===== src/rtl/ca_pkg.sv =====
package ca_pkg;
   // module count and widths
   localparam int NUM_MOD = 5;
   localparam int CNT_W = 16;
   localparam int MODE_W = 7;
   localparam int WDT_MOD = 4;
   localparam int SYNC_STAGES = 3;

   // register byte offsets (one word each)
   localparam logic [7:0] CTRL_OFF = 8'h00;
   localparam logic [7:0] CMODE_OFF = 8'h04;
   localparam logic [7:0] CNT_OFF = 8'h08;
   localparam logic [7:0] IMASK_OFF = 8'h0C;
   localparam logic [7:0] MODE_BASE = 8'h10;
   localparam logic [7:0] CAP_BASE = 8'h30;
   localparam logic [7:0] STRIDE = 8'h04;

   // counter_array_control fields
   localparam int CTRL_OVF_BIT = 7;
   localparam int CTRL_RUN_BIT = 6;
   // counter mode fields
   localparam int CMODE_WDT_BIT = 6;

   // module_mode_select fields
   localparam int M_ECOM = 6;
   localparam int M_CAPP = 5;
   localparam int M_CAPN = 4;
   localparam int M_MAT = 3;
   localparam int M_TOG = 2;
   localparam int M_PWM = 1;
   localparam int M_ECCF = 0;

   // reset values and counter limits
   localparam logic [MODE_W-1:0] MODE_RST = 7'h00;
   localparam logic [CNT_W-1:0] CNT_RST = 16'h0000;
   localparam logic [CNT_W-1:0] CNT_MAX = 16'hFFFF;
   localparam logic [7:0] LOW_MAX = 8'hFF;
   localparam logic [7:0] IMASK_RST = 8'h00;
endpackage : ca_pkg


===== src/rtl/counter_array.sv =====
// Operation
// - The shared counter advances only while counter_run is set.
// - Event flags are set by hardware only and cleared only by a software write.
// - With match_flag_enable set, a counter/compare match sets the event flag.
// - Rise capture alone latches the 16-bit counter on a rising pin edge.
// - Fall capture alone latches the 16-bit counter on a falling pin edge.
// - Both capture enables capture on either pin edge.
// - Compare, match and toggle enables make each match invert the pin.
// - Unimplemented bits read as an undefined value and nothing relies on it.
// - Reset clears the seven defined bits of each mode register.
// - A capture copies both counter bytes into the module's capture bytes.
// - Compare plus match enable gives a 16-bit software timer flagging each match.
// - Pulse-width output is low while the low counter byte is below duty, high otherwise.
// - Watchdog enable with module four in compare mode raises internal reset on match.
//
// The register addresses and the AHB-Lite register port were decided locally.
`timescale 1ns/1ps
module counter_array
   import ca_pkg::*;
#(
   parameter int N = NUM_MOD
) (
   input wire logic clk,
   input wire logic sys_rst,
   input wire logic ce,
   input wire logic hsel,
   input wire logic [31:0] haddr,
   input wire logic [1:0] htrans,
   input wire logic hwrite,
   input wire logic [2:0] hsize,
   input wire logic [31:0] hwdata,
   input wire logic hready,
   output logic hreadyout,
   output logic hresp,
   output logic [31:0] hrdata,
   input wire logic [N-1:0] pin_in,
   output logic [N-1:0] pin_out,
   output logic [N-1:0] pin_oe,
   output logic irq,
   output logic wdt_reset
);
   // bus state
   logic [7:0] a_q;
   logic wr_q;
   logic [31:0] rdata_q;

   // control state
   logic run_q;
   logic ovf_q;
   logic watchdog_enable_q;
   logic [7:0] imask_q;
   logic [N-1:0] flag_q;
   logic [N-1:0] flag_d;
   logic [CNT_W-1:0] cnt_q;
   logic [CNT_W-1:0] cnt_d;
   logic wdt_q;

   // per-module state
   logic [MODE_W-1:0] mode_q [N];
   logic [CNT_W-1:0] cap_q [N];
   logic [N-1:0] out_q;

   // per-module combinational
   logic [N-1:0] rise;
   logic [N-1:0] fall;
   logic [N-1:0] match;
   logic [N-1:0] flag_set;
   logic [N-1:0] eccf;
   logic [N-1:0] mode_sel;
   logic [N-1:0] cap_sel;
   logic [N-1:0] pwm_on;

   // address phase and write strobes
   wire take = hsel & htrans[1] & hready & ce;
   wire wr_act = wr_q & ce;
   wire ctrl_wr = wr_act && a_q == CTRL_OFF;
   wire cmode_wr = wr_act && a_q == CMODE_OFF;
   wire cnt_wr = wr_act && a_q == CNT_OFF;
   wire imask_wr = wr_act && a_q == IMASK_OFF;

   // counter
   wire tick = ce & run_q;
   wire wrap = tick && cnt_q == CNT_MAX;
   wire low_wrap = tick && cnt_q[7:0] == LOW_MAX;

   // zero wait states; a low clock enable stalls the bus instead of dropping transfers
   assign hreadyout = ce;
   assign hresp = 1'b0;
   assign hrdata = rdata_q;

   // data phase marker for writes; reads are answered from the address phase
   always_ff @(posedge clk or posedge sys_rst) begin
      if (sys_rst) begin
         wr_q <= 1'b0;
      end else if (ce) begin
         wr_q <= take & hwrite;
      end
   end

   // address held for the data phase, when hwdata finally stands
   always_ff @(posedge clk or posedge sys_rst) begin
      if (sys_rst) begin
         a_q <= 8'h00;
      end else if (take) begin
         a_q <= haddr[7:0];
      end
   end

   // read mux, evaluated in the address phase
   logic [31:0] rd_mux;
   wire [7:0] ra = haddr[7:0];
   wire [7:0] ra_mode = ra - MODE_BASE;
   wire [7:0] ra_cap = ra - CAP_BASE;
   wire [5:0] ri_mode = ra_mode[7:2];
   wire [5:0] ri_cap = ra_cap[7:2];
   wire rd_mode = ra >= MODE_BASE && ri_mode < 6'(N) && ra_mode[1:0] == 2'b00;
   wire rd_cap = ra >= CAP_BASE && ri_cap < 6'(N) && ra_cap[1:0] == 2'b00;
   wire [7:0] ctrl_rd = {ovf_q, run_q, 1'b0, 5'(flag_q)};
   wire [31:0] cmode_rd = 32'(watchdog_enable_q) << CMODE_WDT_BIT;
   wire rd_ctrl = ra == CTRL_OFF;
   wire rd_cmode = ra == CMODE_OFF;
   wire rd_cnt = ra == CNT_OFF;
   wire rd_imask = ra == IMASK_OFF;

   // reserved bits read back as zero here, but software must not count on it
   always_comb begin
      rd_mux = 32'h0000_0000;
      if (rd_ctrl) begin
         rd_mux = {24'h000000, ctrl_rd};
      end else if (rd_cmode) begin
         rd_mux = cmode_rd;
      end else if (rd_cnt) begin
         rd_mux = {16'h0000, cnt_q};
      end else if (rd_imask) begin
         rd_mux = {24'h000000, imask_q};
      end else if (rd_mode) begin
         rd_mux = {25'h0000000, mode_q[ri_mode[2:0]]};
      end else if (rd_cap) begin
         rd_mux = {16'h0000, cap_q[ri_cap[2:0]]};
      end
   end

   always_ff @(posedge clk or posedge sys_rst) begin
      if (sys_rst) begin
         rdata_q <= 32'h0000_0000;
      end else if (take & ~hwrite) begin
         rdata_q <= rd_mux;
      end
   end

   // control, counter mode and mask registers; every write strobe already carries ce
   always_ff @(posedge clk or posedge sys_rst) begin
      if (sys_rst) begin
         run_q <= 1'b0;
      end else if (ctrl_wr) begin
         run_q <= hwdata[CTRL_RUN_BIT];
      end
   end

   // watchdog enable lives alone in the counter mode word
   always_ff @(posedge clk or posedge sys_rst) begin
      if (sys_rst) begin
         watchdog_enable_q <= 1'b0;
      end else if (cmode_wr) begin
         watchdog_enable_q <= hwdata[CMODE_WDT_BIT];
      end
   end

   // mask bits line up with the control word
   always_ff @(posedge clk or posedge sys_rst) begin
      if (sys_rst) begin
         imask_q <= IMASK_RST;
      end else if (imask_wr) begin
         imask_q <= hwdata[7:0];
      end
   end

   // bit 7 of a mode word is not stored, so it reads back as zero
   wire [MODE_W-1:0] mode_wd = hwdata[MODE_W-1:0];

   // a software write takes priority over an advance in the same cycle
   wire [CNT_W-1:0] cnt_inc = cnt_q + 16'h0001;
   wire [CNT_W-1:0] cnt_wd = hwdata[CNT_W-1:0];

   always_comb begin
      cnt_d = cnt_q;
      if (cnt_wr) begin
         cnt_d = cnt_wd;
      end else if (tick) begin
         cnt_d = cnt_inc;
      end
   end

   always_ff @(posedge clk or posedge sys_rst) begin
      if (sys_rst) begin
         cnt_q <= CNT_RST;
      end else if (ce) begin
         cnt_q <= cnt_d;
      end
   end

   // sticky flags: write one clears, a hardware set in the same cycle wins
   wire [N-1:0] flag_clr = ctrl_wr ? hwdata[N-1:0] : '0;
   wire ovf_clr = ctrl_wr & hwdata[CTRL_OVF_BIT];
   wire ovf_d = (ovf_q & ~ovf_clr) | wrap;
   assign flag_d = (flag_q & ~flag_clr) | flag_set;

   // module flags
   always_ff @(posedge clk or posedge sys_rst) begin
      if (sys_rst) begin
         flag_q <= '0;
      end else if (ce) begin
         flag_q <= flag_d;
      end
   end

   // overflow shares the control word but is kept apart from the module flags
   always_ff @(posedge clk or posedge sys_rst) begin
      if (sys_rst) begin
         ovf_q <= 1'b0;
      end else if (ce) begin
         ovf_q <= ovf_d;
      end
   end

   // per-module logic
   genvar i;
   generate
      for (i = 0; i < N; i++) begin : g_mod
         wire [7:0] mo = MODE_BASE + 8'(i * 4);
         wire [7:0] co = CAP_BASE + 8'(i * 4);
         wire ecom = mode_q[i][M_ECOM];
         wire capp = mode_q[i][M_CAPP];
         wire capn = mode_q[i][M_CAPN];
         wire mat = mode_q[i][M_MAT];
         wire tog = mode_q[i][M_TOG];
         wire pwm = mode_q[i][M_PWM];
         wire cap_mode = ~mat & ~tog & ~pwm;
         // one named wire per capture, high-speed output and PWM mode of the table
         wire cap_rise_only = cap_mode & capp & ~capn;
         wire cap_fall_only = cap_mode & ~capp & capn;
         wire cap_both = cap_mode & capp & capn;
         wire hs_out = ecom & mat & tog & ~pwm & ~capp & ~capn;
         wire pwm8 = ecom & pwm;
         wire take_rise = (cap_rise_only | cap_both) & rise[i];
         wire take_fall = (cap_fall_only | cap_both) & fall[i];
         // capture on either edge needs both enables
         wire cap_go = take_rise | take_fall;
         wire tog_go = hs_out & match[i];
         // duty is the low byte, its reload value the high byte
         wire [7:0] duty = cap_q[i][7:0];
         wire [7:0] reload = cap_q[i][15:8];
         wire pwm_hi = cnt_q[7:0] >= duty;
         wire reload_go = pwm8 & low_wrap;
         logic o_q;


         pin_edge_sync u_sync (
            .clk(clk),
            .sys_rst(sys_rst),
            .ce(ce),
            .pin(pin_in[i]),
            .rise(rise[i]),
            .fall(fall[i])
         );

         assign mode_sel[i] = wr_act && a_q == mo;
         assign cap_sel[i] = wr_act && a_q == co;
         // compare only while counting, so a stopped counter never flags a match
         assign match[i] = ecom & tick & (cnt_q == cap_q[i]);
         // a capture and a match both count as the module's event
         wire match_evt = mat & ~pwm & match[i];
         assign flag_set[i] = cap_go | match_evt;
         assign eccf[i] = mode_q[i][M_ECCF];
         assign pwm_on[i] = pwm8;
         assign pin_oe[i] = pwm_on[i] | hs_out;

         always_ff @(posedge clk or posedge sys_rst) begin
            if (sys_rst) begin
               mode_q[i] <= MODE_RST;
            end else if (ce && mode_sel[i]) begin
               mode_q[i] <= mode_wd;
            end
         end

         // a capture beats a software write in the same cycle
         always_ff @(posedge clk or posedge sys_rst) begin
            if (sys_rst) begin
               cap_q[i] <= CNT_RST;
            end else if (ce) begin
               if (cap_go) begin
                  cap_q[i] <= cnt_q;
               end else if (cap_sel[i]) begin
                  cap_q[i] <= cnt_wd;
               end else if (reload_go) begin
                  // reload at wrap keeps the duty change glitch free
                  cap_q[i][7:0] <= reload;
               end
            end
         end

         always_ff @(posedge clk or posedge sys_rst) begin
            if (sys_rst) begin
               o_q <= 1'b0;
            end else if (ce) begin
               if (pwm_on[i]) begin
                  o_q <= pwm_hi;
               end else if (tog_go) begin
                  o_q <= ~o_q;
               end
            end
         end

         assign out_q[i] = o_q;
      end
   endgenerate

   assign pin_out = out_q;

   // watchdog: module four in a compare mode
   wire wd_mode = watchdog_enable_q & mode_q[WDT_MOD][M_ECOM] & ~mode_q[WDT_MOD][M_PWM];
   // the match already needs a counting cycle, so a stopped counter never fires
   wire wdt_hit = wd_mode & match[WDT_MOD];

   always_ff @(posedge clk or posedge sys_rst) begin
      if (sys_rst) begin
         wdt_q <= 1'b0;
      end else if (ce) begin
         wdt_q <= wdt_hit;
      end
   end

   // internal reset request only; no pin is driven from it
   assign wdt_reset = wdt_q;

   // level interrupt, held until software clears the flag
   wire [N-1:0] mod_irq = flag_q & eccf & imask_q[N-1:0];
   // overflow interrupt has its own mask bit
   wire ovf_irq = ovf_q & imask_q[CTRL_OVF_BIT];
   assign irq = (|mod_irq) | ovf_irq;

   // hsize unused: only whole-word transfers are supported
   wire unused_ok = &{1'b0, hsize, haddr[31:8], hwdata[31:16]};
endmodule : counter_array


===== src/rtl/pin_edge_sync.sv =====
`timescale 1ns/1ps
module pin_edge_sync (
   input wire logic clk,
   input wire logic sys_rst,
   input wire logic ce,
   input wire logic pin,
   output logic rise,
   output logic fall
);
   logic s1_q;
   logic s2_q;
   logic s3_q;
   logic lvl_q;

   // only s2 and s3 are looked at; s1 may be metastable
   always_ff @(posedge clk or posedge sys_rst) begin
      if (sys_rst) begin
         s1_q <= 1'b0;
         s2_q <= 1'b0;
         s3_q <= 1'b0;
         lvl_q <= 1'b0;
      end else if (ce) begin
         s1_q <= pin;
         s2_q <= s1_q;
         s3_q <= s2_q;
         // a level counts once s2 and s3 agree, so a one-cycle glitch is dropped
         if (s2_q == s3_q) begin
            lvl_q <= s3_q;
         end
      end
   end

   // one pulse per transition, and only while enabled
   assign rise = ce & s2_q & s3_q & ~lvl_q;
   assign fall = ce & ~s2_q & ~s3_q & lvl_q;
endmodule : pin_edge_sync

===== config.mk =====
export PLATFORM = sky130hd
export DESIGN_NAME = counter_array
export DESIGN_NICKNAME = d
export VERILOG_FILES = /design/src/rtl/ca_pkg.sv /design/src/rtl/counter_array.sv /design/src/rtl/pin_edge_sync.sv
export SDC_FILE = /design/constraint.sdc
export NUM_CORES = 1
export LEC_CHECK = 0
export BUFFER_PORTS_ARGS = -buffer_cell sky130_fd_sc_hd__buf_2
export CORE_MARGIN = 2
export CORE_UTILIZATION = 65
export DETAILED_ROUTE_END_ITERATION = 8
export PLACE_DENSITY = 0.95
export REMOVE_ABC_BUFFERS = 1
export SLEW_MARGIN = 20
export SYNTH_ARGS = -nofsm -noshare
export SYNTH_HDL_FRONTEND = slang
export SYNTH_HIERARCHICAL = 1
export SYNTH_SLANG_ARGS = --single-unit
export TNS_END_PERCENT = 5

===== constraint.sdc =====
create_clock -name clk -period 12.2 [get_ports clk]
set_input_delay 1.83 -clock clk [delete_from_list [all_inputs] [get_ports clk]]
set_output_delay 1.83 -clock clk [all_outputs]
set_load 0.02 [all_outputs]

==> metrics.csv, run 1 <==
metric;value;unit
outcome;finished, final reports clean;
hold_viol;0;
ctsHoldBuffers;0;
critPathMaxFanout;60;
cts-resized-gates;0;
rsz0062_at_grt;false;
grt_max_degree;104;
cts.sink_count;198;
grt.total_usage;0.406;
slowest_delay;0.60;ns
io_buffer_count;64;
crit_path_cell_trace;buf_2, buf_4, buf_4, buf_2;
rows;50;
instances_no_fill;1567;
hp-class;flop to flop;
drtIter0Drc;1756;
irDropWorstVdd;0.109;mV
ys_seq_area_frac;0.395;
fmax;197;MHz
avgSynthCellArea;9.77;um^2
endpoint_kind;output pin;
drive_gt1_frac;0.197;
relSlewSlack;0.234;
cts_buffer_depth;2;
ys_warn_count;6;
avgRoutedWirePerCell;25.9;um
synthSimpleGateAreaFrac;0.128;
powerDensity;132;nW/um^2
synth-compound-area-share;0.156;
worst_pin_slew;1.14;ns
period_share;0.416;
cts_max_level;4;
synth_top_family_by_area;multiplexers;
postRouteAntennaNets;0;
max-cap-violations;0;
drv_slew;0;
arrival;3.25;ns
wirelength;40.5;mm
synth_ff_type;dfrtp_1;
grt_antenna_before_repair;0;
finalSetupTns;0;ns
coreArea;18800;um^2
fillCellCount;1286;
fin_nets;1419;
ys_seq_elements;198;
hpwlAfterDp;28.1;mm
required;10.37;ns
grt-ovfl-total;0;
critPathSlowestCell;buf_4;
final_util;0.719;
synth_top_area_frac;0.395;
insertion_delay;0.46;ns
syn_to_final_growth;7.90;%
crit_path_start_kind;input port;
power;1.79;mW
setup_ws;7.12;ns
synthArstFlopShare;1.00;
crit_type;input port to output pin;
synth_most_common_cell;dfrtp_1;
synth-edff-count;0;
dp_cells;1535;
chipHeight;143;um
grt_pass1_wl;61.7;mm
drcViolationCount;0;
die_w;143;um
synth-xor-area-share;0.0398;
postSynthCellCount;1285;
synth_area;12500;um^2
dp_slack;7.01;ns
initial_core_util;0.666;
path_clk_slew;0.09;ns
clock_skew;0.0166;ns
ios;126;
setup_viol;0;
critPathTopFamily;buffers and inverters;
viasPerCell;7.12;
muxShareOfSynthArea;0.175;
cts_tree;yes;
cp_num_buf_inv;4;
first_global_vias;10900;
ys_types;69;
first_pass_iters;8;
yosys-top-cells-area;dfrtp_1 (39%), mux2_2 (8.8%), mux2i_1 (4.6%);
yosys-top-cells-count;dfrtp_1 (198), nand2_1 (102), mux2_2 (98);
cts_buffers;17;
leakage;6.14;nW
antenna_cells;0;
synth_adder_area_share;0.0449;
die_area;20400;um^2
clockRootBuffer;clkbuf_16;
place_congestion;1.05;
post_cts_buffers;0;
min_period;5.08;ns
vias;11200;
synth_top_area_cell;dfrtp_1;
## area by class of cell
class | instances | area (um^2) | share of cell area
Multi-Input combinational cell | 934 | 6940 | 0.513
Clock inverter | 15 | 221 | 0.0164
Inverter | 66 | 253 | 0.0187
Timing Repair Buffer | 77 | 418 | 0.0309
Tap cell | 260 | 325 | 0.0240
Sequential cell | 198 | 4950 | 0.366
Clock buffer | 17 | 425 | 0.0314
## logic make-up after synthesis
logic type	after synthesis
xor gates and xnor gates	57
buffers and inverters	169
muxes	180
DFF	198
other	1
and+or+nand+nor	321
AOI/OAI and AO/OA	314
adders and majority gates	45
## registers in the layout, indices dropped and copies added, names as in the netlist, 5 cells and up
| register | flops |
|---|---|
| a_q | 8 |
| cap_q | 80 |
| cnt_q | 16 |
| eccf | 5 |
| flag_q | 5 |
| g_mod.capn | 5 |
| g_mod.capp | 5 |
| g_mod.ecom | 5 |
| g_mod.mat | 5 |
| g_mod.o_q | 5 |
| g_mod.pwm | 5 |
| g_mod.tog | 5 |
| g_mod.u_sync/lvl_q | 5 |
| g_mod.u_sync/s1_q | 5 |
| g_mod.u_sync/s2_q | 5 |
| g_mod.u_sync/s3_q | 5 |
| hrdata | 16 |
| imask_q | 8 |
## cell usage in the layout, fill, tap and decap left out, drive strengths merged, types with 4 or more instances in the layout
master,n
dfrtp,198
nand2,102
mux2,101
a21oi,95
o21ai,84
buf,77
nor2,74
inv,70
mux2i,58
o22ai,45
ha,45
xor2,42
nand3,22
nand4,21
mux4,21
nor3,18
conb,17
clkbuf,17
nor4,16
xnor2,15
and3,15
a22oi,14
o21a,12
a22o,12
nand2b,10
or4,10
a32oi,7
clkinv,7
nor2b,7
a21o,6
a31oi,5
o21bai,5
a32o,4
nor4bb,4
a211o,4
and2,4
nor3b,4
## power by group
group / switching (mW) / total, mW / internal, mW
registers: 0.114 / 0.821 / 0.708
clock network: 0.308 / 0.611 / 0.303
logic: 0.208 / 0.356 / 0.149
## stage by stage
stage / instance area, um^2 / hold WS [ns]
2_1_floorplan: 12100 / 0.475
3_3_place_gp: 12900 / 0.482
3_5_place_dp: 12900 / 0.496
4_1_cts: 13500 / 0.516
5_1_grt: 13500 / 0.530
6_report: 13500 / 0.512
## metal layers
metal / GRT usage / part of all wire / up-vias
met3: 0.138 / 0.15 / 254
met2: 0.599 / 0.43 / 955
met4: 0.251 / 0.078 / 0
met1: 0.516 / 0.35 / 5302
li1: - / - / 4653
met5: 0 / 0 / -
## path summary, 6_finish.rpt
| path | startpoint | end | slack (ns) | cells past startpoint |
|---|---|---|---|---|
| worst min register to register | g_mod[2].u_sync/s1_q | g_mod[2].u_sync/s2_q | 0.51 | 1 |
| worst min-delay path | g_mod[2].u_sync/s1_q | g_mod[2].u_sync/s2_q | 0.51 | 1 |
| min in group asynchronous | sys_rst | g_mod[3].u_sync/lvl_q | 1.35 | 2 |
| worst max-delay path | ce | hreadyout | 7.12 | 4 |
| max in group asynchronous | sys_rst | g_mod[4].o_q | 9.00 | 3 |
| worst max register to register | a_q[6] | cap_q[64] | 8.80 | 5 |
(Power assumes the default switching activity.)
==> run 2, diff against run 1 <==
- CORE_UTILIZATION: 65 -> 54
- PLACE_DENSITY: 0.95 -> 0.86
- clock period: 12.2 -> 4.3 ns (I/O delays scaled with it)
==> run 2 against run 1 <==
  * Utilization shrank 12 points
  * Flip-flop and latch count is the same
  * Register-to-register slack worse by 7.4 ns
  * Clock skew decreased by 0.0034 ns
  * First-iteration DRC count is 0.91% lower
  * Sequential share of layout area shrank 0.38 points
  * Via count about the same
  * Sequential power grew to 2.8 times the previous value
  * Critical endpoint is now cap_q[18]
  * Largest power group unchanged
  * Highest routed layer is now met5
==> metrics.csv, run 2 (same netlist as run 1, synthesis figures left out) <==
metric;value;unit
outcome;finished, final reports clean;
grt_antenna_before_repair;2;
arrival;3.29;ns
cts.sink_count;198;
clockRootBuffer;clkbuf_16;
endpoint_kind;flop;
post_cts_buffers;0;
layout_common_cells;dfrtp_1 (198), nand2_1 (101), mux2_2 (98);
fin_nets;1434;
grt.total_usage;0.345;
placed_area;13000;um^2
reg2reg_from;run_q;
fin_area;13700;um^2
vias;11200;
cts_tree;yes;
crit_path_cell_trace;buf_4, nand2_1, nor2_1, nand3_1, buf_4, o21bai_2, mux2_2;
chipHeight;156;um
viasPerCell;6.94;
largest_register_ff_count;80;
path_clk_slew;0.08;ns
min_period;2.95;ns
wirelength;41.4;mm
first_global_vias;10700;
layout_commonest_cell;dfrtp_1;
required;4.65;ns
ios;126;
avgRoutedWirePerCell;25.8;um
cts_buffer_depth;2;
relSlewSlack;0.313;
place_congestion;1.03;
powerDensity;374;nW/um^2
leakage;6.22;nW
cts_buffers;17;
slowest_delay;0.54;ns
setup_viol;0;
grt_max_degree;112;
drtIter0Drc;1740;
insertion_delay;0.45;ns
crit_type;flop to flop;
cts_max_level;4;
cts-resized-gates;0;
drive_gt1_frac;0.206;
crit_path_start_kind;flop;
ctsHoldBuffers;0;
setup.worst_path.start;run_q;
fmax;339;MHz
max-cap-violations;0;
postRouteAntennaNets;0;
r2r_cells;7;
antenna_cells;0;
critPathMostFrequentCell;buf_4;
syn_to_final_growth;9.03;%
hp-class;input port to asynchronous set/reset pin;
rows;55;
finalSetupTns;0;ns
largest_register;cap_q;
power;5.11;mW
first_pass_iters;6;
io_buffer_count;64;
setup_ws;1.35;ns
critPathSlowestCell;nor2_1;
rsz0062_at_grt;false;
critPathMaxFanout;8;
period_share;0.685;
grt-ovfl-total;0;
hpwlAfterDp;28.8;mm
dp_slack;1.12;ns
die_w;156;um
worst_pin_slew;1.03;ns
initial_core_util;0.553;
coreArea;22700;um^2
grt_pass1_wl;63.1;mm
hold_viol;0;
drcViolationCount;0;
final_util;0.602;
irDropWorstVdd;0.469;mV
drv_slew;0;
clock_skew;0.0133;ns
die_area;24500;um^2
==> run 2: cell types whose count changed in the layout (fill, tap and decap cells not counted), sizes merged <==
cell      change
clkbuf        +1
buf          +15
clkinv        -1
inv           +2
clkinvlp      -3
bufinv        +1
==> run 2: path summary, 6_finish.rpt <==
kind	slack, ns	end
max reg2reg	1.35	cap_q[18]
min reg2reg	0.51	g_mod[4].u_sync/s1_q
min	0.16	g_mod[2].u_sync/s1_q
min in group clk	0.42	g_mod[3].u_sync/s1_q
max	1.35	cap_q[18]
max in group asynchronous	2.94	cap_q[49]
==> run 2: routing by layer <==
metal	routed length [um]	vias up	global-route usage
met5	28	-	0
met3	5550	221	0.0961
li1	-	4692	-
met4	2800	4	0.191
met1	15100	5348	0.450
met2	17900	895	0.520
==> run 2: power by group <==
part           internal [mW]  switching (mW)  leakage, nW
Sequential              2.01           0.264         2.67
Combinational          0.445           0.654         3.23
Clock                  0.912           0.827        0.312
Total                   3.37            1.74         6.22
==> run 2: stage by stage <==
stage	hold WS (ns)	instances
6_report	0.161	1607
5_1_grt	0.164	1607
4_1_cts	0.151	1607
3_5_place_dp	0.492	1575
3_3_place_gp	0.480	1575
2_1_floorplan	0.411	1198
==> run 2: layout make-up <==
cell class | count | area (um^2)
Inverter | 66 | 255
Sequential cell | 198 | 4950
Timing Repair Buffer | 92 | 543
Tap cell | 285 | 357
Clock inverter | 14 | 198
Clock buffer | 18 | 439
Fill cell | 1819 | 9030
Multi-Input combinational cell | 934 | 6940
==> run 2: critical path, delay by kind of cell (launching register included) <==
family          cells  cell delay, ns
buf+inv             2            0.52
simple gates        3            1.12
flops               1            0.32
compound gates      1            0.46
mux                 1            0.40
